--- src/logic/lpp_pkg.sv ---
`default_nettype none

package lpp_pkg;

    // Core clock
    localparam int unsigned CLK_PERIOD_NS = 100;

    // Pin-to-logic latency: two synchroniser stages, one output register
    localparam int unsigned SYNC_LAT = 2;
    localparam int unsigned OUT_LAT = 1;

    // Low-power entry, least time, rounded up to whole cycles
    localparam int unsigned LP_ENTRY_NS = 800;
    localparam int unsigned LP_ENTRY_CYC = (LP_ENTRY_NS + CLK_PERIOD_NS - 1) / CLK_PERIOD_NS;

    // Low-power exit, longest time, rounded down to whole cycles
    localparam int unsigned LP_EXIT_US = 200;
    localparam int unsigned LP_EXIT_CYC = (LP_EXIT_US * 1000) / CLK_PERIOD_NS;

    // Sequencer wait counts once the synchronised pin level is seen
    localparam int unsigned LP_ENTRY_WAIT = LP_ENTRY_CYC - SYNC_LAT - OUT_LAT;
    localparam int unsigned LP_EXIT_WAIT = LP_EXIT_CYC - SYNC_LAT - OUT_LAT;
    localparam int unsigned LP_CNT_W = 12;

    // Multifunction pin slots
    localparam int unsigned MF_NUM = 4;
    localparam int unsigned MF_PROBE_A = 0;
    localparam int unsigned MF_PROBE_B = 1;
    localparam int unsigned MF_SER_IN = 2;
    localparam int unsigned MF_SER_OUT = 3;
    localparam int unsigned QCLK_NUM = 4;

    // Slots of the synchronised input vector
    localparam int unsigned SY_LP = 0;
    localparam int unsigned SY_MODE = 1;
    localparam int unsigned SY_LOCK = 2;
    localparam int unsigned SY_CHK = 3;
    localparam int unsigned SY_DOWNLOAD_CLOCK = 4;
    localparam int unsigned SY_MF = 5;
    localparam int unsigned SY_QCLK = SY_MF + MF_NUM;
    localparam int unsigned SY_W = SY_QCLK + QCLK_NUM;

    typedef enum logic [1:0] {
        LPP_ROLE_USER,
        LPP_ROLE_DRIVE,
        LPP_ROLE_LISTEN,
        LPP_ROLE_OFF
    } lpp_role_t;

endpackage

`default_nettype wire

--- src/logic/lpp_lp_if.sv ---
`timescale 1ns/1ps
`default_nettype none

interface lpp_lp_if;
    logic lp_sync;
    logic lp_on;
    logic lp_busy;

    modport seq (input lp_sync, output lp_on, output lp_busy);
    modport ctrl (output lp_sync, input lp_on, input lp_busy);
endinterface

`default_nettype wire

--- src/logic/lpp_lp_seq.sv ---
`timescale 1ns/1ps
`default_nettype none

module lpp_lp_seq (
    input wire logic core_clk_in,
    input wire logic resetn_in,
    lpp_lp_if.seq lp
);
    import lpp_pkg::*;

    typedef enum logic [1:0] {LPP_RUN, LPP_ENTER, LPP_LOW, LPP_EXIT} lpp_state_t;

    localparam logic [LP_CNT_W-1:0] ENTRY_LAST = LP_CNT_W'(LP_ENTRY_WAIT - 1);
    localparam logic [LP_CNT_W-1:0] EXIT_LAST = LP_CNT_W'(LP_EXIT_WAIT - 1);

    lpp_state_t state_r;
    logic [LP_CNT_W-1:0] cnt_r;
    logic lp_on_r;

    // Power is only switched at the end of a full count, never midway
    always_ff @(posedge core_clk_in) begin
        if (!resetn_in) begin
            state_r <= LPP_RUN;
            cnt_r <= '0;
            lp_on_r <= 1'b0;
        end else begin
            unique case (state_r)
                LPP_RUN: begin
                    cnt_r <= '0;
                    if (lp.lp_sync) begin
                        state_r <= LPP_ENTER;
                    end
                end
                LPP_ENTER: begin
                    if (!lp.lp_sync) begin
                        state_r <= LPP_RUN;
                    end else if (cnt_r == ENTRY_LAST) begin
                        state_r <= LPP_LOW;
                        lp_on_r <= 1'b1;
                        cnt_r <= '0;
                    end else begin
                        cnt_r <= cnt_r + 1'b1;
                    end
                end
                LPP_LOW: begin
                    cnt_r <= '0;
                    if (!lp.lp_sync) begin
                        state_r <= LPP_EXIT;
                    end
                end
                LPP_EXIT: begin
                    // A new request mid-exit returns straight to low power
                    if (lp.lp_sync) begin
                        state_r <= LPP_LOW;
                        cnt_r <= '0;
                    end else if (cnt_r == EXIT_LAST) begin
                        state_r <= LPP_RUN;
                        lp_on_r <= 1'b0;
                        cnt_r <= '0;
                    end else begin
                        cnt_r <= cnt_r + 1'b1;
                    end
                end
            endcase
        end
    end

    assign lp.lp_on = lp_on_r;
    assign lp.lp_busy = (state_r == LPP_ENTER) || (state_r == LPP_EXIT);

    a_entry_delay: assert property (@(posedge core_clk_in) disable iff (!resetn_in)
        $rose(lp_on_r) |-> $past(lp.lp_sync, 6) && $past(lp.lp_sync, 1))
        else $error("low power entered without a full entry count");
    a_lp_holds: assert property (@(posedge core_clk_in) disable iff (!resetn_in)
        lp_on_r && lp.lp_sync |=> lp_on_r)
        else $error("low power left while pin still high");
    a_exit_bound: assert property (@(posedge core_clk_in) disable iff (!resetn_in)
        state_r == LPP_EXIT |-> cnt_r <= EXIT_LAST)
        else $error("exit count overran its bound");
    a_run_powered: assert property (@(posedge core_clk_in) disable iff (!resetn_in)
        state_r == LPP_RUN |-> !lp_on_r)
        else $error("run state with low power flag set");

    c_entry: cover property (@(posedge core_clk_in) disable iff (!resetn_in) $rose(lp_on_r));
    c_exit: cover property (@(posedge core_clk_in) disable iff (!resetn_in) $fell(lp_on_r));
    c_abort: cover property (@(posedge core_clk_in) disable iff (!resetn_in)
        state_r == LPP_ENTER ##1 state_r == LPP_RUN);
endmodule

`default_nettype wire

--- src/logic/lpp_pin_ctrl.sv ---
// Contract
// - A high level on the low-power pin commands entry into the low-power state.
// - In low power every user I/O floats, input buffers read zero and the core is switched off.
// - Low-power entry completes 800 ns after the pin rises; the logic takes 900 ns (nine cycles).
// - Normal operation resumes within 200 us after the pin falls; the logic takes 2001 cycles (200.1 us).
// - The mode pin selects the role of download clock, both probes, serial in and serial out.
// - Each probe output drives the value of a chosen internal node, both usable together.
// - Probe duty exists only with mode high; with mode low these pins are plain user I/O.
// - A permanent lock disables the probes so internal nodes cannot be observed.
// - The serial input takes diagnostic and programming data only while mode is high.
// - The serial output delivers diagnostic and programming data while mode is high or a checksum runs.
// - While a checksum runs the serial output is driven, then returns to user I/O.
// - Each quadrant clock pin is a register control when so used, otherwise user I/O.
`timescale 1ns/1ps
`default_nettype none

module lpp_pin_ctrl (
    input wire logic core_clk_in,
    input wire logic resetn_in,
    input wire logic low_power_pin_in,
    input wire logic mode_pin_in,
    input wire logic probe_lock_in,
    input wire logic checksum_busy_in,
    input wire logic download_clock_in,
    input wire logic probe_node_a_in,
    input wire logic probe_node_b_in,
    input wire logic diag_tx_data_in,
    input wire logic [lpp_pkg::MF_NUM-1:0] mf_pin_in,
    output logic [lpp_pkg::MF_NUM-1:0] mf_pin_out,
    output logic [lpp_pkg::MF_NUM-1:0] mf_pin_oe_n_out,
    input wire logic [lpp_pkg::MF_NUM-1:0] user_mf_data_in,
    input wire logic [lpp_pkg::MF_NUM-1:0] user_mf_oe_in,
    output logic [lpp_pkg::MF_NUM-1:0] user_mf_data_out,
    input wire logic [lpp_pkg::QCLK_NUM-1:0] quadrant_clock_inputs_in,
    output logic [lpp_pkg::QCLK_NUM-1:0] quadrant_clock_pin_out,
    output logic [lpp_pkg::QCLK_NUM-1:0] quadrant_clock_oe_n_out,
    input wire logic [lpp_pkg::QCLK_NUM-1:0] qclk_ctrl_sel_in,
    input wire logic [lpp_pkg::QCLK_NUM-1:0] user_qclk_data_in,
    input wire logic [lpp_pkg::QCLK_NUM-1:0] user_qclk_oe_in,
    output logic [lpp_pkg::QCLK_NUM-1:0] user_qclk_data_out,
    output logic [lpp_pkg::QCLK_NUM-1:0] qclk_ctrl_out,
    output logic diag_rx_data_out,
    output logic download_clock_out,
    output logic diag_mode_out,
    output logic core_enable_out,
    output logic low_power_out
);
    import lpp_pkg::*;

    // Role of a multifunction pin, decoded from its slot, mode, checksum, lock and low power
    function automatic lpp_role_t mf_role(input int unsigned slot, input logic diag,
                                          input logic chk, input logic locked, input logic lp);
        lpp_role_t role;
        role = LPP_ROLE_USER;
        if (lp) begin
            role = LPP_ROLE_OFF;
        end else if (slot == MF_SER_OUT && (diag || chk)) begin
            role = LPP_ROLE_DRIVE;
        end else if (diag && slot == MF_SER_IN) begin
            role = LPP_ROLE_LISTEN;
        end else if (diag) begin
            // A locked probe floats rather than exposing the node
            role = locked ? LPP_ROLE_OFF : LPP_ROLE_DRIVE;
        end
        return role;
    endfunction

    logic [SY_W-1:0] raw_in;
    logic [SY_W-1:0] sync1_r;
    logic [SY_W-1:0] sync2_r;
    logic lock_r;
    logic [MF_NUM-1:0] mf_drive;
    lpp_lp_if lp_if ();

    assign raw_in = {quadrant_clock_inputs_in, mf_pin_in, download_clock_in,
                     checksum_busy_in, probe_lock_in, mode_pin_in, low_power_pin_in};

    // Every pin passes two stages before any logic looks at it
    always_ff @(posedge core_clk_in) begin
        if (!resetn_in) begin
            sync1_r <= '0;
            sync2_r <= '0;
        end else begin
            sync1_r <= raw_in;
            sync2_r <= sync1_r;
        end
    end

    logic lp_s;
    logic mode_s;
    logic chk_s;
    logic lp_on;
    assign lp_s = sync2_r[SY_LP];
    assign mode_s = sync2_r[SY_MODE];
    assign chk_s = sync2_r[SY_CHK];
    assign lp_if.lp_sync = lp_s;
    assign lp_on = lp_if.lp_on;

    lpp_lp_seq u_seq (
        .core_clk_in(core_clk_in),
        .resetn_in(resetn_in),
        .lp(lp_if.seq)
    );

    // Fuse level is caught after reset and never released until the next reset
    always_ff @(posedge core_clk_in) begin
        if (!resetn_in) begin
            lock_r <= 1'b0;
        end else if (sync2_r[SY_LOCK]) begin
            lock_r <= 1'b1;
        end
    end

    // Fuse level gates the probes in the same cycle as mode, so no node leaks out
    logic locked;
    assign locked = lock_r || sync2_r[SY_LOCK];

    always_ff @(posedge core_clk_in) begin
        if (!resetn_in) begin
            core_enable_out <= 1'b0;
            low_power_out <= 1'b0;
            diag_mode_out <= 1'b0;
        end else begin
            core_enable_out <= !lp_on;
            low_power_out <= lp_on;
            diag_mode_out <= mode_s && !lp_on;
        end
    end

    // Diagnostic receive side: serial in and download clock
    always_ff @(posedge core_clk_in) begin
        if (!resetn_in) begin
            diag_rx_data_out <= 1'b0;
            download_clock_out <= 1'b0;
        end else begin
            diag_rx_data_out <= mode_s && !lp_on && sync2_r[SY_MF + MF_SER_IN];
            download_clock_out <= mode_s && !lp_on && sync2_r[SY_DOWNLOAD_CLOCK];
        end
    end

    genvar gi;
    generate
        for (gi = 0; gi < MF_NUM; gi++) begin : g_mf
            lpp_role_t role;
            logic diag_val;
            assign role = mf_role(gi, mode_s, chk_s, locked, lp_on);
            if (gi == MF_PROBE_A) begin : g_a
                assign diag_val = probe_node_a_in;
            end else if (gi == MF_PROBE_B) begin : g_b
                assign diag_val = probe_node_b_in;
            end else begin : g_s
                assign diag_val = diag_tx_data_in;
            end
            assign mf_drive[gi] = (role == LPP_ROLE_DRIVE);

            always_ff @(posedge core_clk_in) begin
                if (!resetn_in) begin
                    mf_pin_out[gi] <= 1'b0;
                    mf_pin_oe_n_out[gi] <= 1'b1;
                    user_mf_data_out[gi] <= 1'b0;
                end else begin
                    unique case (role)
                        LPP_ROLE_USER: begin
                            mf_pin_out[gi] <= user_mf_data_in[gi];
                            mf_pin_oe_n_out[gi] <= !user_mf_oe_in[gi];
                            user_mf_data_out[gi] <= sync2_r[SY_MF + gi];
                        end
                        LPP_ROLE_DRIVE: begin
                            mf_pin_out[gi] <= diag_val;
                            mf_pin_oe_n_out[gi] <= 1'b0;
                            user_mf_data_out[gi] <= 1'b0;
                        end
                        LPP_ROLE_LISTEN: begin
                            mf_pin_out[gi] <= 1'b0;
                            mf_pin_oe_n_out[gi] <= 1'b1;
                            user_mf_data_out[gi] <= 1'b0;
                        end
                        LPP_ROLE_OFF: begin
                            mf_pin_out[gi] <= 1'b0;
                            mf_pin_oe_n_out[gi] <= 1'b1;
                            user_mf_data_out[gi] <= 1'b0;
                        end
                    endcase
                end
            end
        end

        for (gi = 0; gi < QCLK_NUM; gi++) begin : g_qclk
            // A pin used as register control never drives and never feeds user input
            always_ff @(posedge core_clk_in) begin
                if (!resetn_in) begin
                    quadrant_clock_pin_out[gi] <= 1'b0;
                    quadrant_clock_oe_n_out[gi] <= 1'b1;
                    user_qclk_data_out[gi] <= 1'b0;
                    qclk_ctrl_out[gi] <= 1'b0;
                end else if (lp_on) begin
                    quadrant_clock_pin_out[gi] <= 1'b0;
                    quadrant_clock_oe_n_out[gi] <= 1'b1;
                    user_qclk_data_out[gi] <= 1'b0;
                    qclk_ctrl_out[gi] <= 1'b0;
                end else if (qclk_ctrl_sel_in[gi]) begin
                    quadrant_clock_pin_out[gi] <= 1'b0;
                    quadrant_clock_oe_n_out[gi] <= 1'b1;
                    user_qclk_data_out[gi] <= 1'b0;
                    qclk_ctrl_out[gi] <= sync2_r[SY_QCLK + gi];
                end else begin
                    quadrant_clock_pin_out[gi] <= user_qclk_data_in[gi];
                    quadrant_clock_oe_n_out[gi] <= !user_qclk_oe_in[gi];
                    user_qclk_data_out[gi] <= sync2_r[SY_QCLK + gi];
                    qclk_ctrl_out[gi] <= 1'b0;
                end
            end
        end
    endgenerate

    a_lp_float: assert property (@(posedge core_clk_in) disable iff (!resetn_in)
        lp_on |=> (&mf_pin_oe_n_out) && (&quadrant_clock_oe_n_out)
                  && !core_enable_out && user_mf_data_out == '0)
        else $error("pin driven or core on during low power");
    a_probe_node: assert property (@(posedge core_clk_in) disable iff (!resetn_in)
        mode_s && !lp_on && !locked |=> !mf_pin_oe_n_out[MF_PROBE_A]
            && mf_pin_out[MF_PROBE_A] == $past(probe_node_a_in)
            && mf_pin_out[MF_PROBE_B] == $past(probe_node_b_in))
        else $error("probe does not show its node");
    a_user_mode_low: assert property (@(posedge core_clk_in) disable iff (!resetn_in)
        !mode_s && !lp_on && !chk_s |=> mf_pin_out == $past(user_mf_data_in)
            && mf_pin_oe_n_out == ~$past(user_mf_oe_in))
        else $error("multifunction pins not user I/O with mode low");
    a_probe_lock: assert property (@(posedge core_clk_in) disable iff (!resetn_in)
        lock_r |=> lock_r && mf_pin_oe_n_out[MF_PROBE_A] && mf_pin_oe_n_out[MF_PROBE_B]
            || !$past(mode_s))
        else $error("locked probe still observable");
    a_serial_rx: assert property (@(posedge core_clk_in) disable iff (!resetn_in)
        ##1 diag_rx_data_out |-> $past(mode_s) && !$past(lp_on))
        else $error("serial data taken without mode high");
    a_serial_tx: assert property (@(posedge core_clk_in) disable iff (!resetn_in)
        (mode_s || chk_s) && !lp_on |=> !mf_pin_oe_n_out[MF_SER_OUT]
            && mf_pin_out[MF_SER_OUT] == $past(diag_tx_data_in))
        else $error("serial output not driven in diagnostic duty");
    a_qclk_ctrl: assert property (@(posedge core_clk_in) disable iff (!resetn_in)
        qclk_ctrl_out != '0 |-> $past(qclk_ctrl_sel_in) != '0)
        else $error("quadrant control out without selection");
    a_mode_role: assert property (@(posedge core_clk_in) disable iff (!resetn_in)
        $rose(mode_s) && !lp_on |=> diag_mode_out)
        else $error("mode rise not reflected");
    a_no_drive_lp: assert property (@(posedge core_clk_in) disable iff (!resetn_in)
        lp_on |-> mf_drive == '0)
        else $error("diagnostic drive selected in low power");
    a_no_partial_power: assert property (@(posedge core_clk_in) disable iff (!resetn_in)
        lp_if.lp_busy |=> core_enable_out != low_power_out)
        else $error("partial power state shown while sequencer counts");

    c_probe: cover property (@(posedge core_clk_in) disable iff (!resetn_in)
        !mf_pin_oe_n_out[MF_PROBE_A] && !mf_pin_oe_n_out[MF_PROBE_B] && diag_mode_out);
    c_checksum: cover property (@(posedge core_clk_in) disable iff (!resetn_in)
        chk_s && !mode_s && !lp_on);
endmodule

`default_nettype wire

--- config.mk ---
export PLATFORM = sky130hd
export DESIGN_NAME = lpp_pin_ctrl
export DESIGN_NICKNAME = d
export VERILOG_FILES = /design/src/logic/lpp_pkg.sv /design/src/logic/lpp_lp_if.sv /design/src/logic/lpp_lp_seq.sv /design/src/logic/lpp_pin_ctrl.sv
export SDC_FILE = /design/constraint.sdc
export NUM_CORES = 1
export LEC_CHECK = 0
export BUFFER_PORTS_ARGS = -buffer_cell sky130_fd_sc_hd__buf_4
export CAP_MARGIN = 20
export CORE_AREA = 2 2 96 98
export CTS_CLUSTER_DIAMETER = 120
export DETAILED_ROUTE_END_ITERATION = 10
export DIE_AREA = 0 0 98 100
export GPL_TIMING_DRIVEN = 0
export SLEW_MARGIN = 20
export SYNTH_ARGS = -nofsm -noshare
export SYNTH_HDL_FRONTEND = slang
export SYNTH_SLANG_ARGS = --single-unit
--- constraint.sdc ---
create_clock -name core_clk_in -period 4.6 [get_ports core_clk_in]
set_clock_uncertainty 0.15 [all_clocks]
set_input_delay 0.92 -clock core_clk_in [delete_from_list [all_inputs] [get_ports core_clk_in]]
set_output_delay 0.92 -clock core_clk_in [all_outputs]
set_load 0.005 [all_outputs]
# [Yosys cells after proc, flatten, opt, wreduce, memory -nomap -nowiden]
# Cells that the tools add are included.
[op_classes] eq_ne=22 n_reduce_logical=36 add_sub_neg=1 muxes=36 bitwise=5
[op_table] op="12-bit 2-to-1 mux" n=4
[op_table] op="12-bit case mux with 3 select lines" n=1
[op_table] op="3-bit OR reduction" n=11
[op_table] op="2-bit 2-to-1 mux" n=13
[op_table] op="1-bit case mux with 3 select lines" n=8
[op_table] op="2-bit equality test (second input constant)" n=8
[op_table] op="12-bit by 1-bit adder with 12-bit output (second input constant)" n=1
[op_table] op="12-bit by 11-bit equality test with 1-bit output (second input constant)" n=1
[op_table] op="12-bit by 3-bit equality test with 1-bit output (second input constant)" n=1
[op_table] op="1-bit case mux with 2 select lines" n=5
[op_table] op="1-bit zero test" n=9
[op_table] op="2-bit by 1-bit equality test with 1-bit output (second input constant)" n=4
[op_table] op="2-bit zero test" n=4
[op_table] op="2-bit inequality test (second input constant)" n=4
[op_table] op="2-bit case mux with 4 select lines" n=1
[op_table] op="2-bit OR reduction" n=4
[op_table] op="3-bit by 2-bit inequality test with 1-bit output (second input constant)" n=2
[op_table] op="1-bit NOT" n=5
[op_table] op="5-bit AND reduction" n=1
[op_table] op="1-bit 2-to-1 mux" n=4
[op_table] op="2-bit by 1-bit inequality test with 1-bit output (second input constant)" n=2
[op_table] op="4-bit AND reduction" n=1
[op_table] op="1-bit logical AND" n=3
[op_table] op="1-bit logical OR" n=2
[op_table] op="2-bit nonzero test" n=1
[word_totals] out_inout_bits=33 register_bits=75 elab_cells=139

# [Logic depth before layout (Yosys ltp)]
[logic_depth] depth_word=8 ltp_mapped=7 depth_no_buf=7

# [Cells and area by module]
# A second synthesis with hierarchy kept.
[hier_totals] cells_unflattened=226 hier_area_um2=2509.9
[modules_own_cells] mod="lpp_pin_ctrl" cells_each=135 area_per_inst_um2=1737.9 instances=1
[modules_own_cells] mod="lpp_lp_seq" cells_each=91 area_per_inst_um2=772.0 instances=1

# [Worst setup path before layout]
# No wires, ideal clock.
[synth_timing] path_type="input port to flip-flop" start="input port resetn_in" end="register diag_rx_data_out" required_time_ns=4.335 stages=5 n_path_buf=2 path_slack_ns=2.702 arrival_ns=1.632 cell_sequence="nand2b_1 > clkbuf_1 > inv_1 > clkbuf_1 > and3_1"
[synth_rtl] element="from (decl)" line_no="lpp_pin_ctrl.sv:19" rtl="input wire logic resetn_in,"
[synth_rtl] element="to (signal assigned)" line_no="lpp_pin_ctrl.sv:136" rtl="diag_rx_data_out <= mode_s && !lp_on && sync2_r[SY_MF + MF_SER_IN];"
[synth_rtl] element="to (decl)" line_no="lpp_pin_ctrl.sv:42" rtl="output logic diag_rx_data_out,"

# [Worst setup path after layout]
[layout_timing] start="register u_seq.cnt_r[3]" end="register u_seq.cnt_r[10]"
[layout_via] elab_chain_cells=4
[layout_lines] element="from (decl)" line_no="lpp_lp_seq.sv:17" rtl="logic [LP_CNT_W-1:0] cnt_r;"
[layout_lines] element="from (signal assigned)" line_no="lpp_lp_seq.sv:42" rtl="cnt_r <= cnt_r + 1'b1;"
[layout_lines] element="from (signal assigned)" line_no="lpp_lp_seq.sv:61" rtl="cnt_r <= cnt_r + 1'b1;"
[layout_lines] element="12-bit by 1-bit adder with 12-bit output, or another cell as far along" line_no="lpp_lp_seq.sv:42, lpp_lp_seq.sv:61"
[layout_lines] element="12-bit 2-to-1 mux, on equally long branches" line_no="lpp_lp_seq.sv:56, lpp_lp_seq.sv:37"
[layout_lines] element="12-bit 2-to-1 mux, on equally long branches" line_no="lpp_lp_seq.sv:53, lpp_lp_seq.sv:35"
[layout_lines] element="12-bit case mux with 3 select lines (*)" line_no="lpp_lp_seq.sv:27" rtl="unique case (state_r)"
# Mark *: on every way between the ends. The rest lies on a longest branch, timed or not. The select of a mux whose other input is x is not followed.
# A chain may end at the register's enable or synchronous reset.

==> metrics.cfg <==
[status]
status=finished, final reports clean

[finish]
antenna_cells=0
final_cell_mix=75 x dfxtp_1, 70 x buf_4, 41 x and2_1, 17 x nand2_1, 12 x nor2_1
fin_area_um2=3420
drive_above_1_share_pct=30.2
final_nets=359
area_growth_pct=34.2
layout_commonest_cell=dfxtp_1

[sta]
setup_viol=0
tns_ps=0
hold_viol_final=0
finalCritPeriodShare_pct=44.5
tightest_slew_ps=476
grt_setup_unrepaired=no
finalMaxSlewViolations=0
max_freq_mhz=488
hold_ws_ps=278
fin_crit_ps=2050
max_slew_margin_pct=68.3

[setup_path]
cp_max_fo=9
cpMaxStageDelayCell=or4_4
crit_buf_inv=0
crit_path_end_kind=flip-flop
crit_chain=or4_4 > nor4_4 > o21ai_2 > a31oi_4 > nor3b_1
slowest_delay_ps=580
critPathKind=flip-flop to flip-flop
startpoint_type=flip-flop
required_ps=4680
cpLargestDelayFamily=simple AND/OR/NAND/NOR gates
arrival_ps=2120

[clocking]
cts_resized=0
cts_buffers=9
clock-sinks=75
cts_root_buffer=clkbuf_8
clock_latency_ps=340
cts_setup_buffers=0
clock_tree.buffer_depth=2
cts_tree=built
cts_hold_buf=0
cts_htree_levels=3
clkTransAtPathRegs_ps=80

[logic_synthesis]
ys_ff_latch=75
ys_types=37
synth_edf_count=0
ys_async_sr_fraction_pct=0
syn-instance-count=238
postSynthAreaPerCell_um2=10.7
syn_area_um2=2550
ys.flop_type=dfxtp_1
yosysWarnings=0
seq_area_frac_synth_pct=58.9
synth_nets=278

[floorplanning]
die-area_um2=9800
std_cell_rows=35
die_y_um=100
start_util_pct=28.7
top_level_ports=71
coreArea_um2=8890
dieWidth_um=98

[routing]
drtAntennaViolNets=0
routed_via_density=4.26
dr_total_vias=1853
drtIter0Drc=39
wl_per_cell_um=11.4
dr.pass1.iters=4
drc=0
wirelength_um=4970

[global_routing]
grt_first_pass_wirelength_um=8330
grt-busiest-layer=met2
antenna_found_initial=0
use_met2_pct=17.2
use_met3_pct=3.48
grt_overflow_total=0
use_met1_pct=12.8
grt_pass1_vias=1796
grt_max_degree=15
grt_util_all_layers_pct=10.8

[pwr]
comb_power_share_pct=6.0
p_sw_share_pct=22.4
p_leak_uw=0.00142
p_seq_share_pct=53.2
power.internal_uw=987
ir_drop_v=0.000126
p_sw_uw=285
clkPwrFrac_pct=40.8
power_density_nw_per_um2=371

[placed_design]
routabilityCongestion=0.732
portBuffers=70
postPlaceCellArea_um2=3220
hpwl_um=3660

[hold_path]
hold_class=flip-flop to flip-flop

[flow_run]
cap_violations=0

-- area by class of cell --
class | instances | area, um^2
Buffer | 10 | 40.0
Tap cell | 111 | 139
Clock buffer | 10 | 138
Fill cell | 879 | 5470
Timing Repair Buffer | 70 | 526
Multi-Input combinational cell | 150 | 998
Clock inverter | 6 | 71.3
Inverter | 3 | 11.3
Sequential cell | 75 | 1500
-- worst paths after layout --
path                               start                           end  slack, ps  cells past startpoint
max          u_seq.cnt_r[3]$_SDFFE_PN0P_  u_seq.cnt_r[10]$_SDFFE_PN0P_       2550                      5
min reg2reg        sync1_r[8]$_SDFF_PN0_         sync2_r[8]$_SDFF_PN0_        280                      1
max reg2reg  u_seq.cnt_r[3]$_SDFFE_PN0P_  u_seq.cnt_r[10]$_SDFFE_PN0P_       2550                      5
min                sync1_r[8]$_SDFF_PN0_         sync2_r[8]$_SDFF_PN0_        280                      1
-- sequential cells by signal, summed over array words and instances, names as in the netlist, 4 cells and up, named ones only --
signal,cells
mf_pin_oe_n_out,4
mf_pin_out,4
qclk_ctrl_out,4
quadrant_clock_oe_n_out,4
quadrant_clock_pin_out,4
sync1_r,13
sync2_r,13
u_seq.cnt_r,12
user_mf_data_out,4
user_qclk_data_out,4
-- metrics by stage --
stage               total power (uW)  util, %  worst slack (ps)  std cells
floorplan                        720        -              2700        238
global placement                 768     36.2              2150        419
detailed placement               770     36.2              2150        419
CTS                             1300     38.5              2520        435
global route                    1330     38.5              2400        435
finish                          1270     38.5              2550        435
-- synth_stat cells, types with 2 or more instances --
| cell | count | area, um^2 |
|---|---|---|
| a21boi_0 | 4 | 30.0 |
| a21oi_1 | 4 | 20.0 |
| and2_1 | 41 | 257 |
| and3_1 | 7 | 43.8 |
| clkbuf_1 | 8 | 30.0 |
| dfxtp_1 | 75 | 1500 |
| ha_1 | 2 | 25.0 |
| inv_1 | 3 | 11.3 |
| nand2_1 | 17 | 63.8 |
| nand2b_1 | 4 | 25.0 |
| nand3_1 | 6 | 30.0 |
| nand4_1 | 3 | 18.8 |
| nand4b_1 | 2 | 17.5 |
| nor2_1 | 12 | 45.0 |
| nor2b_1 | 5 | 31.3 |
| nor3_1 | 3 | 15.0 |
| nor3b_1 | 11 | 82.6 |
| o21ai_0 | 3 | 15.0 |
| o21ai_2 | 2 | 17.5 |
| xnor2_1 | 5 | 43.8 |
| xor2_1 | 5 | 43.8 |
-- kinds of logic after synthesis --
kind of cell | count (synthesis) | share of synthesized area, %
AO/OA/AOI/OAI | 17 | 5.15
XOR/XNOR | 10 | 3.43
adder cells (fa/ha/maj) | 2 | 0.981
buffers and inverters | 13 | 2.01
flip-flops | 75 | 58.9
AND/OR/NAND/NOR | 121 | 29.6
-- metal layers --
metal | part of all wire, % | routed length, um | up-vias
met5 | 0 | 0 | -
met4 | 2.2 | 111 | 0
met3 | 6.8 | 336 | 12
met2 | 46 | 2260 | 50
met1 | 45 | 2260 | 841
li1 | - | - | 950
-- power groups by stage --
stage / Sequential [uW] / Clock (uW) / Combinational, uW
floorplan: 692 / 0 / 27.6
global placement: 692 / 0 / 76.8
detailed placement: 692 / 0 / 77.7
CTS: 677 / 542 / 77.9
global route: 679 / 569 / 84.7
finish: 677 / 519 / 75.9
Note: power is estimated with default switching activity, not from simulation.
